`config.mk`:
```
export PLATFORM = sky130hd
export DESIGN_NAME = lcdfc_core
export DESIGN_NICKNAME = d
export VERILOG_FILES = /design/src/hw/lcdfc_pkg.sv /design/src/hw/lcdfc_core.sv
export SDC_FILE = /design/constraint.sdc
export NUM_CORES = 1
export LEC_CHECK = 0
export BUFFER_PORTS_ARGS = -buffer_cell sky130_fd_sc_hd__buf_2
export CORE_AREA = 4 4 163 165
export CTS_BUF_LIST = sky130_fd_sc_hd__clkbuf_4 sky130_fd_sc_hd__clkbuf_8
export CTS_CLUSTER_DIAMETER = 60
export DETAILED_ROUTE_END_ITERATION = 8
export DIE_AREA = 0 0 167 169
export SYNTH_ARGS = -nofsm -noshare
export SYNTH_HDL_FRONTEND = slang
export SYNTH_SLANG_ARGS = --single-unit
```
`constraint.sdc`:
```
create_clock -name clk -period 7.87 [get_ports clk]
set_input_delay 1.574 -clock clk [delete_from_list [all_inputs] [get_ports clk]]
set_output_delay 1.574 -clock clk [all_outputs]
set_load 0.03 [all_outputs]
```
`src/hw/lcdfc_pkg.sv`:
```
package lcdfc_pkg;

    // ----------------------------------------
    // Register map
    // ----------------------------------------
    localparam logic [3:0] ADDR_CTRL0 = 4'h0;
    localparam logic [3:0] ADDR_CTRL1 = 4'h1;
    localparam logic [3:0] ADDR_PIN_EN = 4'h2;
    localparam logic [3:0] ADDR_BP_ROLE = 4'h3;
    localparam logic [3:0] ADDR_SUPPLY = 4'h4;
    localparam logic [3:0] ADDR_IRQ_STAT = 4'h5;
    localparam logic [3:0] ADDR_IRQ_MASK = 4'h6;
    localparam logic [3:0] ADDR_STATUS = 4'h7;

    // ----------------------------------------
    // Field positions and reset values
    // ----------------------------------------
    localparam int C0_EN_BIT = 7;
    localparam int C0_SRC_BIT = 6;
    localparam int C0_PRE_LSB = 3;
    localparam int C0_DUTY_LSB = 0;
    localparam int C1_IEN_BIT = 7;
    localparam int C1_FULL_BIT = 2;
    localparam int C1_WAIT_BIT = 1;
    localparam int C1_STOP_BIT = 0;
    localparam int SUP_BIAS_REGULATOR_ENABLE_BIT = 2;
    localparam int SUP_SEL_LSB = 0;
    localparam logic [7:0] CTRL0_RESET = 8'h03;
    localparam logic [7:0] CTRL1_RESET = 8'h00;
    localparam logic [1:0] SUPPLY_EXT_TOP = 2'h3;
    localparam int NUM_PINS = 29;
    localparam int PRE_BASE = 4;
    localparam int DIV_EIGHT = 8;
    localparam int DIV_W = 16;

    // ----------------------------------------
    // Timing
    // ----------------------------------------
    localparam int CLK_HZ = 10000000;
    localparam real PANEL_CLK_MAX_KHZ = 39.063;

    typedef struct packed {
        logic wr;
        logic rd;
        logic [3:0] addr;
        logic [31:0] wdata;
    } lcdfc_req_t;

    typedef enum logic [1:0] {
        LCDFC_OFF = 2'b00,
        LCDFC_RUN = 2'b01,
        LCDFC_HALT = 2'b10
    } lcdfc_state_t;

endpackage

```
`src/hw/lcdfc_core.sv`:
```
// Function
// - Disabled: pins off, clocks stopped, rail tied.
// - Enabled: enabled pins drive, bias on.
// - Control0 bit6 selects panel clock source.
// - Frame divide (duty+1)*8*(4+prescaler)*Y.
// - Y is 2,2,3,3,4,5,8,16 by duty.
// - Duty field selects one to eight backplanes.
// - Duty resets to four backplanes.
// - Control1 bit7 enables frame-start interrupt.
// - Full drive with supply 11, no regulator.
// - Otherwise shared GPIO open-drain, main supply.
// - Control1 bit1 halts driver in wait.
// - Control1 bit0 halts driver in stop.
// - Running frame interrupt wakes from low power.
// - Pin drives only when enabled; role bit.
//
// Chosen here: strobed register access and the register addresses.
`timescale 1ns/1ps
`default_nettype none
module lcdfc_core
    import lcdfc_pkg::*;
#(
    parameter int PINS = NUM_PINS
) (
    input wire logic clk,
    input wire logic rst,
    input wire logic ext_ref_clock,
    input wire logic alt_clock,
    input wire logic in_wait,
    input wire logic in_stop,
    input wire lcdfc_req_t req,
    output logic [31:0] rdata,
    output logic irq,
    output logic wake,
    output logic panel_clock,
    output logic frame_start,
    output logic [2:0] bp_phase,
    output logic [PINS-1:0] pin_wave_en,
    output logic [PINS-1:0] pin_is_bp,
    output logic bias_on,
    output logic top_rail_tied,
    output logic gpio_push_pull
);

    // ----------------------------------------
    // Registers
    // ----------------------------------------
    logic [7:0] ctrl0, next_ctrl0;
    logic [7:0] ctrl1, next_ctrl1;
    logic [PINS-1:0] pin_enable_bits, next_pin_enable_bits;
    logic [PINS-1:0] backplane_role_bits, next_backplane_role_bits;
    logic [2:0] supply, next_supply;
    logic stat, next_stat;
    logic mask, next_mask;
    logic [31:0] next_rdata;
    logic driver_enable_bit, running;
    logic [2:0] duty, frame_prescaler;
    logic [4:0] y_fac;
    logic [DIV_W-1:0] cnt, next_cnt, div_len;
    logic [2:0] next_bp_phase;
    logic ps_sync, ps_prev, next_ps_prev, ps_rise;
    lcdfc_state_t state, next_state;

    assign driver_enable_bit = ctrl0[C0_EN_BIT];
    assign duty = ctrl0[C0_DUTY_LSB +: 3];
    assign frame_prescaler = ctrl0[C0_PRE_LSB +: 3];

    always_comb begin
        next_ctrl0 = ctrl0;
        next_ctrl1 = ctrl1;
        next_pin_enable_bits = pin_enable_bits;
        next_backplane_role_bits = backplane_role_bits;
        next_supply = supply;
        next_mask = mask;
        next_stat = stat;
        next_rdata = 32'h0;
        if (req.wr) begin
            unique case (req.addr)
                // Source, prescaler and duty are trusted to stay put while enabled.
                ADDR_CTRL0: next_ctrl0 = req.wdata[7:0];
                ADDR_CTRL1: next_ctrl1 = req.wdata[7:0] & 8'h87;
                ADDR_PIN_EN: next_pin_enable_bits = req.wdata[PINS-1:0];
                ADDR_BP_ROLE: next_backplane_role_bits = req.wdata[PINS-1:0];
                ADDR_SUPPLY: next_supply = req.wdata[2:0];
                ADDR_IRQ_STAT: next_stat = stat & ~req.wdata[0];
                ADDR_IRQ_MASK: next_mask = req.wdata[0];
                default: ;
            endcase
        end
        // Set beats clear so no frame start is lost.
        if (frame_start && ctrl1[C1_IEN_BIT]) begin
            next_stat = 1'b1;
        end
        if (req.rd) begin
            unique case (req.addr)
                ADDR_CTRL0: next_rdata = {24'h0, ctrl0};
                ADDR_CTRL1: next_rdata = {24'h0, ctrl1};
                ADDR_PIN_EN: next_rdata = 32'(pin_enable_bits);
                ADDR_BP_ROLE: next_rdata = 32'(backplane_role_bits);
                ADDR_SUPPLY: next_rdata = {29'h0, supply};
                ADDR_IRQ_STAT: next_rdata = {31'h0, stat};
                ADDR_IRQ_MASK: next_rdata = {31'h0, mask};
                ADDR_STATUS: next_rdata = {27'h0, bp_phase, state};
                default: next_rdata = 32'h0;
            endcase
        end
    end

    always_ff @(posedge clk) begin
        if (rst) begin
            ctrl0 <= CTRL0_RESET;
            ctrl1 <= CTRL1_RESET;
            pin_enable_bits <= '0;
            backplane_role_bits <= '0;
            supply <= 3'h0;
            stat <= 1'b0;
            mask <= 1'b0;
            rdata <= 32'h0;
        end else begin
            ctrl0 <= next_ctrl0;
            ctrl1 <= next_ctrl1;
            pin_enable_bits <= next_pin_enable_bits;
            backplane_role_bits <= next_backplane_role_bits;
            supply <= next_supply;
            stat <= next_stat;
            mask <= next_mask;
            rdata <= next_rdata;
        end
    end

    assign irq = stat & mask;
    // Only a running driver makes frame starts, but the flag is sticky, so irq can stay high after the driver halts or turns off.
    assign wake = irq & (in_wait | in_stop);

    // ----------------------------------------
    // Operating state
    // ----------------------------------------
    always_comb begin
        next_state = state;
        if (!driver_enable_bit) begin
            next_state = LCDFC_OFF;
        end else if ((in_wait && ctrl1[C1_WAIT_BIT]) || (in_stop && ctrl1[C1_STOP_BIT])) begin
            next_state = LCDFC_HALT;
        end else begin
            next_state = LCDFC_RUN;
        end
    end

    always_ff @(posedge clk) begin
        if (rst) begin
            state <= LCDFC_OFF;
        end else begin
            state <= next_state;
        end
    end

    assign running = (state == LCDFC_RUN);

    // ----------------------------------------
    // Panel clock and frame divider
    // ----------------------------------------
    // The panel clock is sampled as a level; it is far slower than clk.
    assign panel_clock = ctrl0[C0_SRC_BIT] ? alt_clock : ext_ref_clock;
    assign ps_sync = panel_clock;
    assign ps_rise = ps_sync & ~ps_prev;

    always_comb begin
        unique case (duty)
            3'h0: y_fac = 5'h02;
            3'h1: y_fac = 5'h02;
            3'h2: y_fac = 5'h03;
            3'h3: y_fac = 5'h03;
            3'h4: y_fac = 5'h04;
            3'h5: y_fac = 5'h05;
            3'h6: y_fac = 5'h08;
            3'h7: y_fac = 5'h10;
        endcase
        div_len = DIV_W'((32'(duty) + 1) * DIV_EIGHT * (PRE_BASE + 32'(frame_prescaler))
            * 32'(y_fac));
    end

    always_comb begin
        next_cnt = cnt;
        next_bp_phase = bp_phase;
        next_ps_prev = ps_sync;
        frame_start = 1'b0;
        if (!running) begin
            next_cnt = '0; // Divider clocks stopped while off or halted.
            if (state == LCDFC_OFF) begin
                next_bp_phase = 3'h0;
            end
        end else if (ps_rise) begin
            if (cnt >= div_len - 1'b1) begin
                next_cnt = '0;
                frame_start = 1'b1;
                next_bp_phase = (bp_phase >= duty) ? 3'h0 : bp_phase + 3'h1;
            end else begin
                next_cnt = cnt + 1'b1;
            end
        end
    end

    always_ff @(posedge clk) begin
        if (rst) begin
            cnt <= '0;
            bp_phase <= 3'h0;
            ps_prev <= 1'b0;
        end else begin
            cnt <= next_cnt;
            bp_phase <= next_bp_phase;
            ps_prev <= next_ps_prev;
        end
    end

    // ----------------------------------------
    // Pins and supplies
    // ----------------------------------------
    assign pin_wave_en = running ? pin_enable_bits : '0;
    assign pin_is_bp = backplane_role_bits;
    assign bias_on = running;
    assign top_rail_tied = ~driver_enable_bit;
    assign gpio_push_pull = ctrl1[C1_FULL_BIT] && supply[SUP_SEL_LSB +: 2] == SUPPLY_EXT_TOP
        && !supply[SUP_BIAS_REGULATOR_ENABLE_BIT];
endmodule
`default_nettype wire

```
=== After elaboration in Yosys (flattened, before gate mapping) ===
Memory sizes are Yosys's and may differ from the RTL's. A register that Yosys moved wholly into a read port is not among the register bits.
Index checks and enable logic that the tools add are counted.

* Register bits: 129
* ROM bits: 40
* Bits of input ports: 44
* Memories: 1

* Add/subtract/negate cells: 5
* Multiply operators: 2
* Order comparisons: 2
* Equal/unequal tests: 11
* Mux-type cells: 18
* Bitwise gates (word level): 10
* Reduce and logical (&&, ||, !) cells: 23

{| class="wikitable"
|+ Memory list
! name !! depth !! bits a word !! rd ports !! clocked after memory_dff !! wr ports !! RTL line !! RTL
|-
| (name not given) || 8 || 5 || 1 || 1 || 0 || lcdfc_core.sv:168 || <nowiki>unique case (duty)</nowiki>
|}

{| class="wikitable"
|+ Operators by type and width
! kind !! number
|-
| $pmux W29 S8 || 1
|-
| $mux W29 || 1
|-
| $mux W3 || 7
|-
| $add A16 B1 Y16 const B || 1
|-
| $eq A4 B3 Y1 const B || 4
|-
| $ge A16 B16 Y1 || 1
|-
| $mux W16 || 1
|-
| $sub A16 B1 Y16 const B || 1
|-
| $reduce_and A2 Y1 || 7
|-
| $mul A8 B5 Y13 || 1
|-
| $eq A4 B2 Y1 const B || 2
|-
| $mul A4 B4 Y8 || 1
|-
| $mux W1 || 7
|-
| $reduce_bool A2 Y1 || 3
|-
| $reduce_or A2 Y1 || 3
|-
| $logic_and A1 B1 Y1 || 5
|-
| $not A1 Y1 || 5
|-
| $add A3 B1 Y4 const B || 1
|-
| $add A3 B3 Y4 const A || 1
|-
| $and A1 B1 Y1 || 4
|-
| $eq A4 B1 Y1 const B || 1
|-
| $logic_not A4 Y1 || 1
|-
| $ne A2 B1 Y1 const B || 2
|-
| $add A3 B1 Y3 const B || 1
|-
| 9 further kinds || 9
|}

=== Longest topological paths before layout ===
* Depth in word-level cells: 11
* Gate-level depth with buffers: 32
* Depth with buffers taken out: 30

=== Worst setup path before layout ===
Ideal clock, no wire load.

* Kind: register to output
* Start point: reg ctrl0[0]
* End point: out frame_start
* Arrival: 7.063 ns
* Required time: 6.296 ns
* Path slack: -0.767 ns
* Stages on the path, launching flop included: 29
* Cell sequence: dfxtp_1 > ha_1 > xor2_1 > and2_1 > ha_1 > fa_1 > ha_1 > a21o_1 > a21oi_1 > xnor2_1 > and2_1 > fa_1 > fa_1 > inv_1 > fa_1 > inv_1 > ha_1 > nand2_1 > a211o_1 > and2_1 > and4b_1 > nor3_1 > nor4_1 > xnor2_1 > ha_1 > nand4_1 > nor3_1 > o31a_1 > and2_1

* Word-level cells in the longest chain between the ends: 8

{| class="wikitable"
|+ RTL lines
! what !! RTL line !! RTL
|-
| from (decl) || lcdfc_core.sv:48 || <nowiki>logic [7:0] ctrl0, next_ctrl0;</nowiki>
|-
| from (signal assigned) || lcdfc_core.sv:120 || <nowiki>ctrl0 <= next_ctrl0;</nowiki>
|-
| $add A3 B1 Y4 || lcdfc_core.sv:178 || <nowiki>div_len = DIV_W'((32'(duty) + 1) * DIV_EIGHT * (PRE_BASE + 32'(frame_prescaler))</nowiki>
|-
| $mul A4 B4 Y8 || lcdfc_core.sv:178 ||
|-
| $mul A8 B5 Y13 || lcdfc_core.sv:179 || <nowiki>* 32'(y_fac));</nowiki>
|-
| $sub A16 B1 Y16 || lcdfc_core.sv:193 || <nowiki>if (cnt >= div_len - 1'b1) begin</nowiki>
|-
| $ge A16 B16 Y1 || lcdfc_core.sv:193 ||
|-
| $mux W1 || lcdfc_core.sv:193 ||
|-
| $mux W1 || lcdfc_core.sv:192 || <nowiki>end else if (ps_rise) begin</nowiki>
|-
| $mux W1 || lcdfc_core.sv:187 || <nowiki>if (!running) begin</nowiki>
|-
| to (decl) || lcdfc_core.sv:36 || <nowiki>output logic frame_start,</nowiki>
|}

Every way passes these cells.

=== Worst setup path after layout ===
Same ends and word-level chain as after synthesis.

==> run summary <==
Seq/Total Area, Yosys -> 35.27%
Pre-antenna DRT Iters -> 5
Clock Sinks -> 131
Tmin final -> 8.756 ns
Ratio of cells with drive above 1 in the final layout -> 26.42%
Rows -> 58
Syn Inst Count -> 891
Pins over their slew limit -> 0
Initial antenna violation count -> 0
Crit path DAT -> 7.18 ns
Worst reg2reg endpoint -> cnt[9]$_SDFFE_PP0P_
Synth Register Bits -> 131
Reg-to-reg slack, setup -> 0.50 ns
First-pass GRT wire length -> 33.62 mm
Worst-skew pair later-pin latency -> 0.44 ns
DRC viols -> 0
H-tree levels -> 4
P&R area growth vs syn -> 27.01%
Worst-margin pin slew -> 1.068 ns
Ports -> 144
Headroom to the max-slew limit -> 28.63%
Most used flip-flop cell after synthesis -> dfxtp_1
Final setup vio count -> 1
Via density -> 4.698
Vias in the first global route -> 6558
Post-synth EDFFs -> 0
Routed WL -> 20.44 mm
Largest net degree at the start of global routing -> 86
Most common cell after layout, fill and taps aside -> nand2_1
I/O Buffers -> 137
Die Wd -> 167 microns
TritonCTS clock tree -> built
Synth warn -> 0
Pwr/cell area -> 147.2 mW/mm^2
Gr usage total -> 14.39%
Max IR drop VDD -> 0.1094 mV
Critical Path Source Type -> register
Critical Path Sink Type -> primary output
Max-cap viol count -> 0
Post-detailed-route count of antenna-violating nets -> 0
Ant. Diodes -> 0
Vias -> 6601
Worst Hold Path EP -> pin_enable_bits[27]$_SDFFE_PP0P_
HPWL Detailed -> 15.29 mm
Total CTS buffers -> 17
Total gr overflow -> 0
Dpl cells -> 1370
DR WL/cell -> 14.55 microns
Reg2Reg Depth -> 31
Achievable frequency -> 114.2 MHz
Iter 0 DRT Violations -> 237
RSZ-0062 raised after global routing -> yes
Max Root-Sink Buffers -> 2
CTS clk-pin slew, worst paths -> 0.09 ns
Ys async rst share -> 0%
Final Non-Filler Cells -> 1405
Final #Nets -> 1179
Main area contributors after synthesis -> dfxtp_1 (35%), ha_1 (8.9%), nand2_1 (7.7%)
Syn Area/Cell -> 8.344 sq um
Final Wtd Congestion -> 0.7695
Kind of critical path -> register to primary output
Initial Util -> 29.70%
Core ar. -> 0.02504 sq mm
Setup Skew -> 0.01032 ns
Commonest non-fill, non-tap cells in the layout -> nand2_1 (151), buf_2 (136), dfxtp_1 (129)
Pleak -> 4.088 nW
Cell mode on critical path -> fa_1
CTS Root Cell -> clkbuf_8
Hold_sp -> pin_enable_bits[27]$_SDFFE_PP0P_
Yosys top cell area share -> 35.27%
Largest area contributor in the netlist -> dfxtp_1
Die Y -> 169 microns
Status -> finished with violations
Final setup margin -> -0.8864 ns
Cell Area, Synth -> 0.007435 sq mm
Die ar. -> 0.02822 sq mm
Slowest-stage cell, CP -> fa_1
Synth unique cells -> 62
Fillers -> 2591
Final Hold Fails -> 0
Crit path largest cell delay -> 0.57 ns
Worst-path maximum fanout -> 4
Worst EP required -> 6.30 ns
Final Cycle Share -> 111.3%
Hold path cells -> 2
Post-place setup slack -> -0.4788 ns
Worst reg2reg startpoint -> ctrl0[0]$_SDFFE_PP1P_
Violated checks -> negative setup slack
Worst min path class -> register to register
## critical path, delay by kind of cell (launching register included)
kind                       cells  cell delay (ns)
adders and majority gates      9             3.30
AOI/OAI and AO/OA              8             1.40
and+or+nand+nor                5             0.78
xor gates and xnor gates       4             0.66
DFF                            1             0.35
buffers and inverters          3             0.23
## cells in the mapped netlist (all sizes together), types with 5 or more instances
library cell  count
a21oi            88
a22oi            24
and2             68
and3              5
buf              10
clkbuf           38
dfxtp           131
fa               20
ha               53
inv              39
mux2i            21
nand2           152
nand2b            8
nand3            10
nand4            10
nor2             81
nor2b            12
nor3             15
nor4              9
o21ai             9
or3               5
xnor2            25
xor2              9
## power breakdown
| part | internal [mW] | leakage, nW | switching [mW] |
|---|---|---|---|
| logic | 0.0441 | 2.83 | 0.0680 |
| clock network | 0.321 | 0.205 | 0.285 |
| registers | 0.668 | 1.06 | 0.00463 |
## metrics by stage
stage	hold WS (ns)	utilization, %	power [mW]	cell area [sq um]	TNS [ns]
after floorplan	0.4415	-	0.7581	7577	-0.09605
after global placement	0.4533	35.63	0.7977	8920	-0.4169
after detailed placement	0.4587	35.63	0.7989	8920	-0.4788
after CTS	0.4686	37.37	1.402	9356	-0.9396
after global routing	0.4921	37.72	1.448	9443	-1.208
final	0.4670	37.72	1.390	9443	-0.8864
## how the worst max path moves through the flow
stage | start | to | slack [ns] | cells past startpoint
finish | ctrl0[0]$_SDFFE_PP1P_ | frame_start | -0.89 | 29
global route | ctrl0[0]$_SDFFE_PP1P_ | frame_start | -1.21 | 28
CTS | ctrl0[0]$_SDFFE_PP1P_ | frame_start | -0.94 | 28
detailed placement | ctrl0[0]$_SDFFE_PP1P_ | frame_start | -0.48 | 26
global placement | ctrl0[0]$_SDFFE_PP1P_ | frame_start | -0.42 | 29
floorplan | ctrl0[0]$_SDFFE_PP1P_ | frame_start | -0.1 | 28
## metal layers
| metal | up-vias | part of all wire [%] | GRT usage (%) |
|---|---|---|---|
| li1 | 3338 | - | - |
| met1 | 3090 | 41 | 16.69 |
| met2 | 159 | 50 | 25.43 |
| met3 | 14 | 8.1 | 5.582 |
| met4 | 0 | 0.76 | 2.775 |
| met5 | - | 0 | 0 |
## cell families after synthesis
kind of cell | count (synthesis) | share of synthesized area [%]
xor gates and xnor gates | 34 | 4.207
and+or+nand+nor | 387 | 24.94
AOI/OAI and AO/OA | 150 | 12.20
adders and majority gates | 73 | 14.30
muxes | 28 | 4.342
other | 1 | 0.05044
DFF | 131 | 35.27
buffers and inverters | 87 | 4.679
## registers in the layout, summed over array words and instances, names as in the netlist
name	flops
rdata	29
pin_is_bp	29
cnt	16
state	2
stat	1
bp_phase	3
ctrl0	8
ctrl1	4
pin_enable_bits	29
ps_prev	1
y_fac	5
supply	3
mask	1
## final cells by class
class / count / area (sq um) / share of cell area (%)
multi-input cells: 675 / 4687 / 49.64
clock buffers: 18 / 241.5 / 2.557
well taps: 330 / 412.9 / 4.373
inverters: 39 / 146.4 / 1.550
flip-flops and latches: 131 / 2628 / 27.83
clock inverters: 14 / 177.7 / 1.882
repair buffers: 198 / 1150 / 12.18
## repair_timing
action / in CTS / in global routing
resized for setup: 3 / 14
endpoints found under the setup margin: 1 / 1
pin swaps: 1 / 17
setup buffers: 0 / 3
cloned: 0 / 0
hold buffers: 0 / 0
No activity file was read; power rests on OpenSTA's default activity.
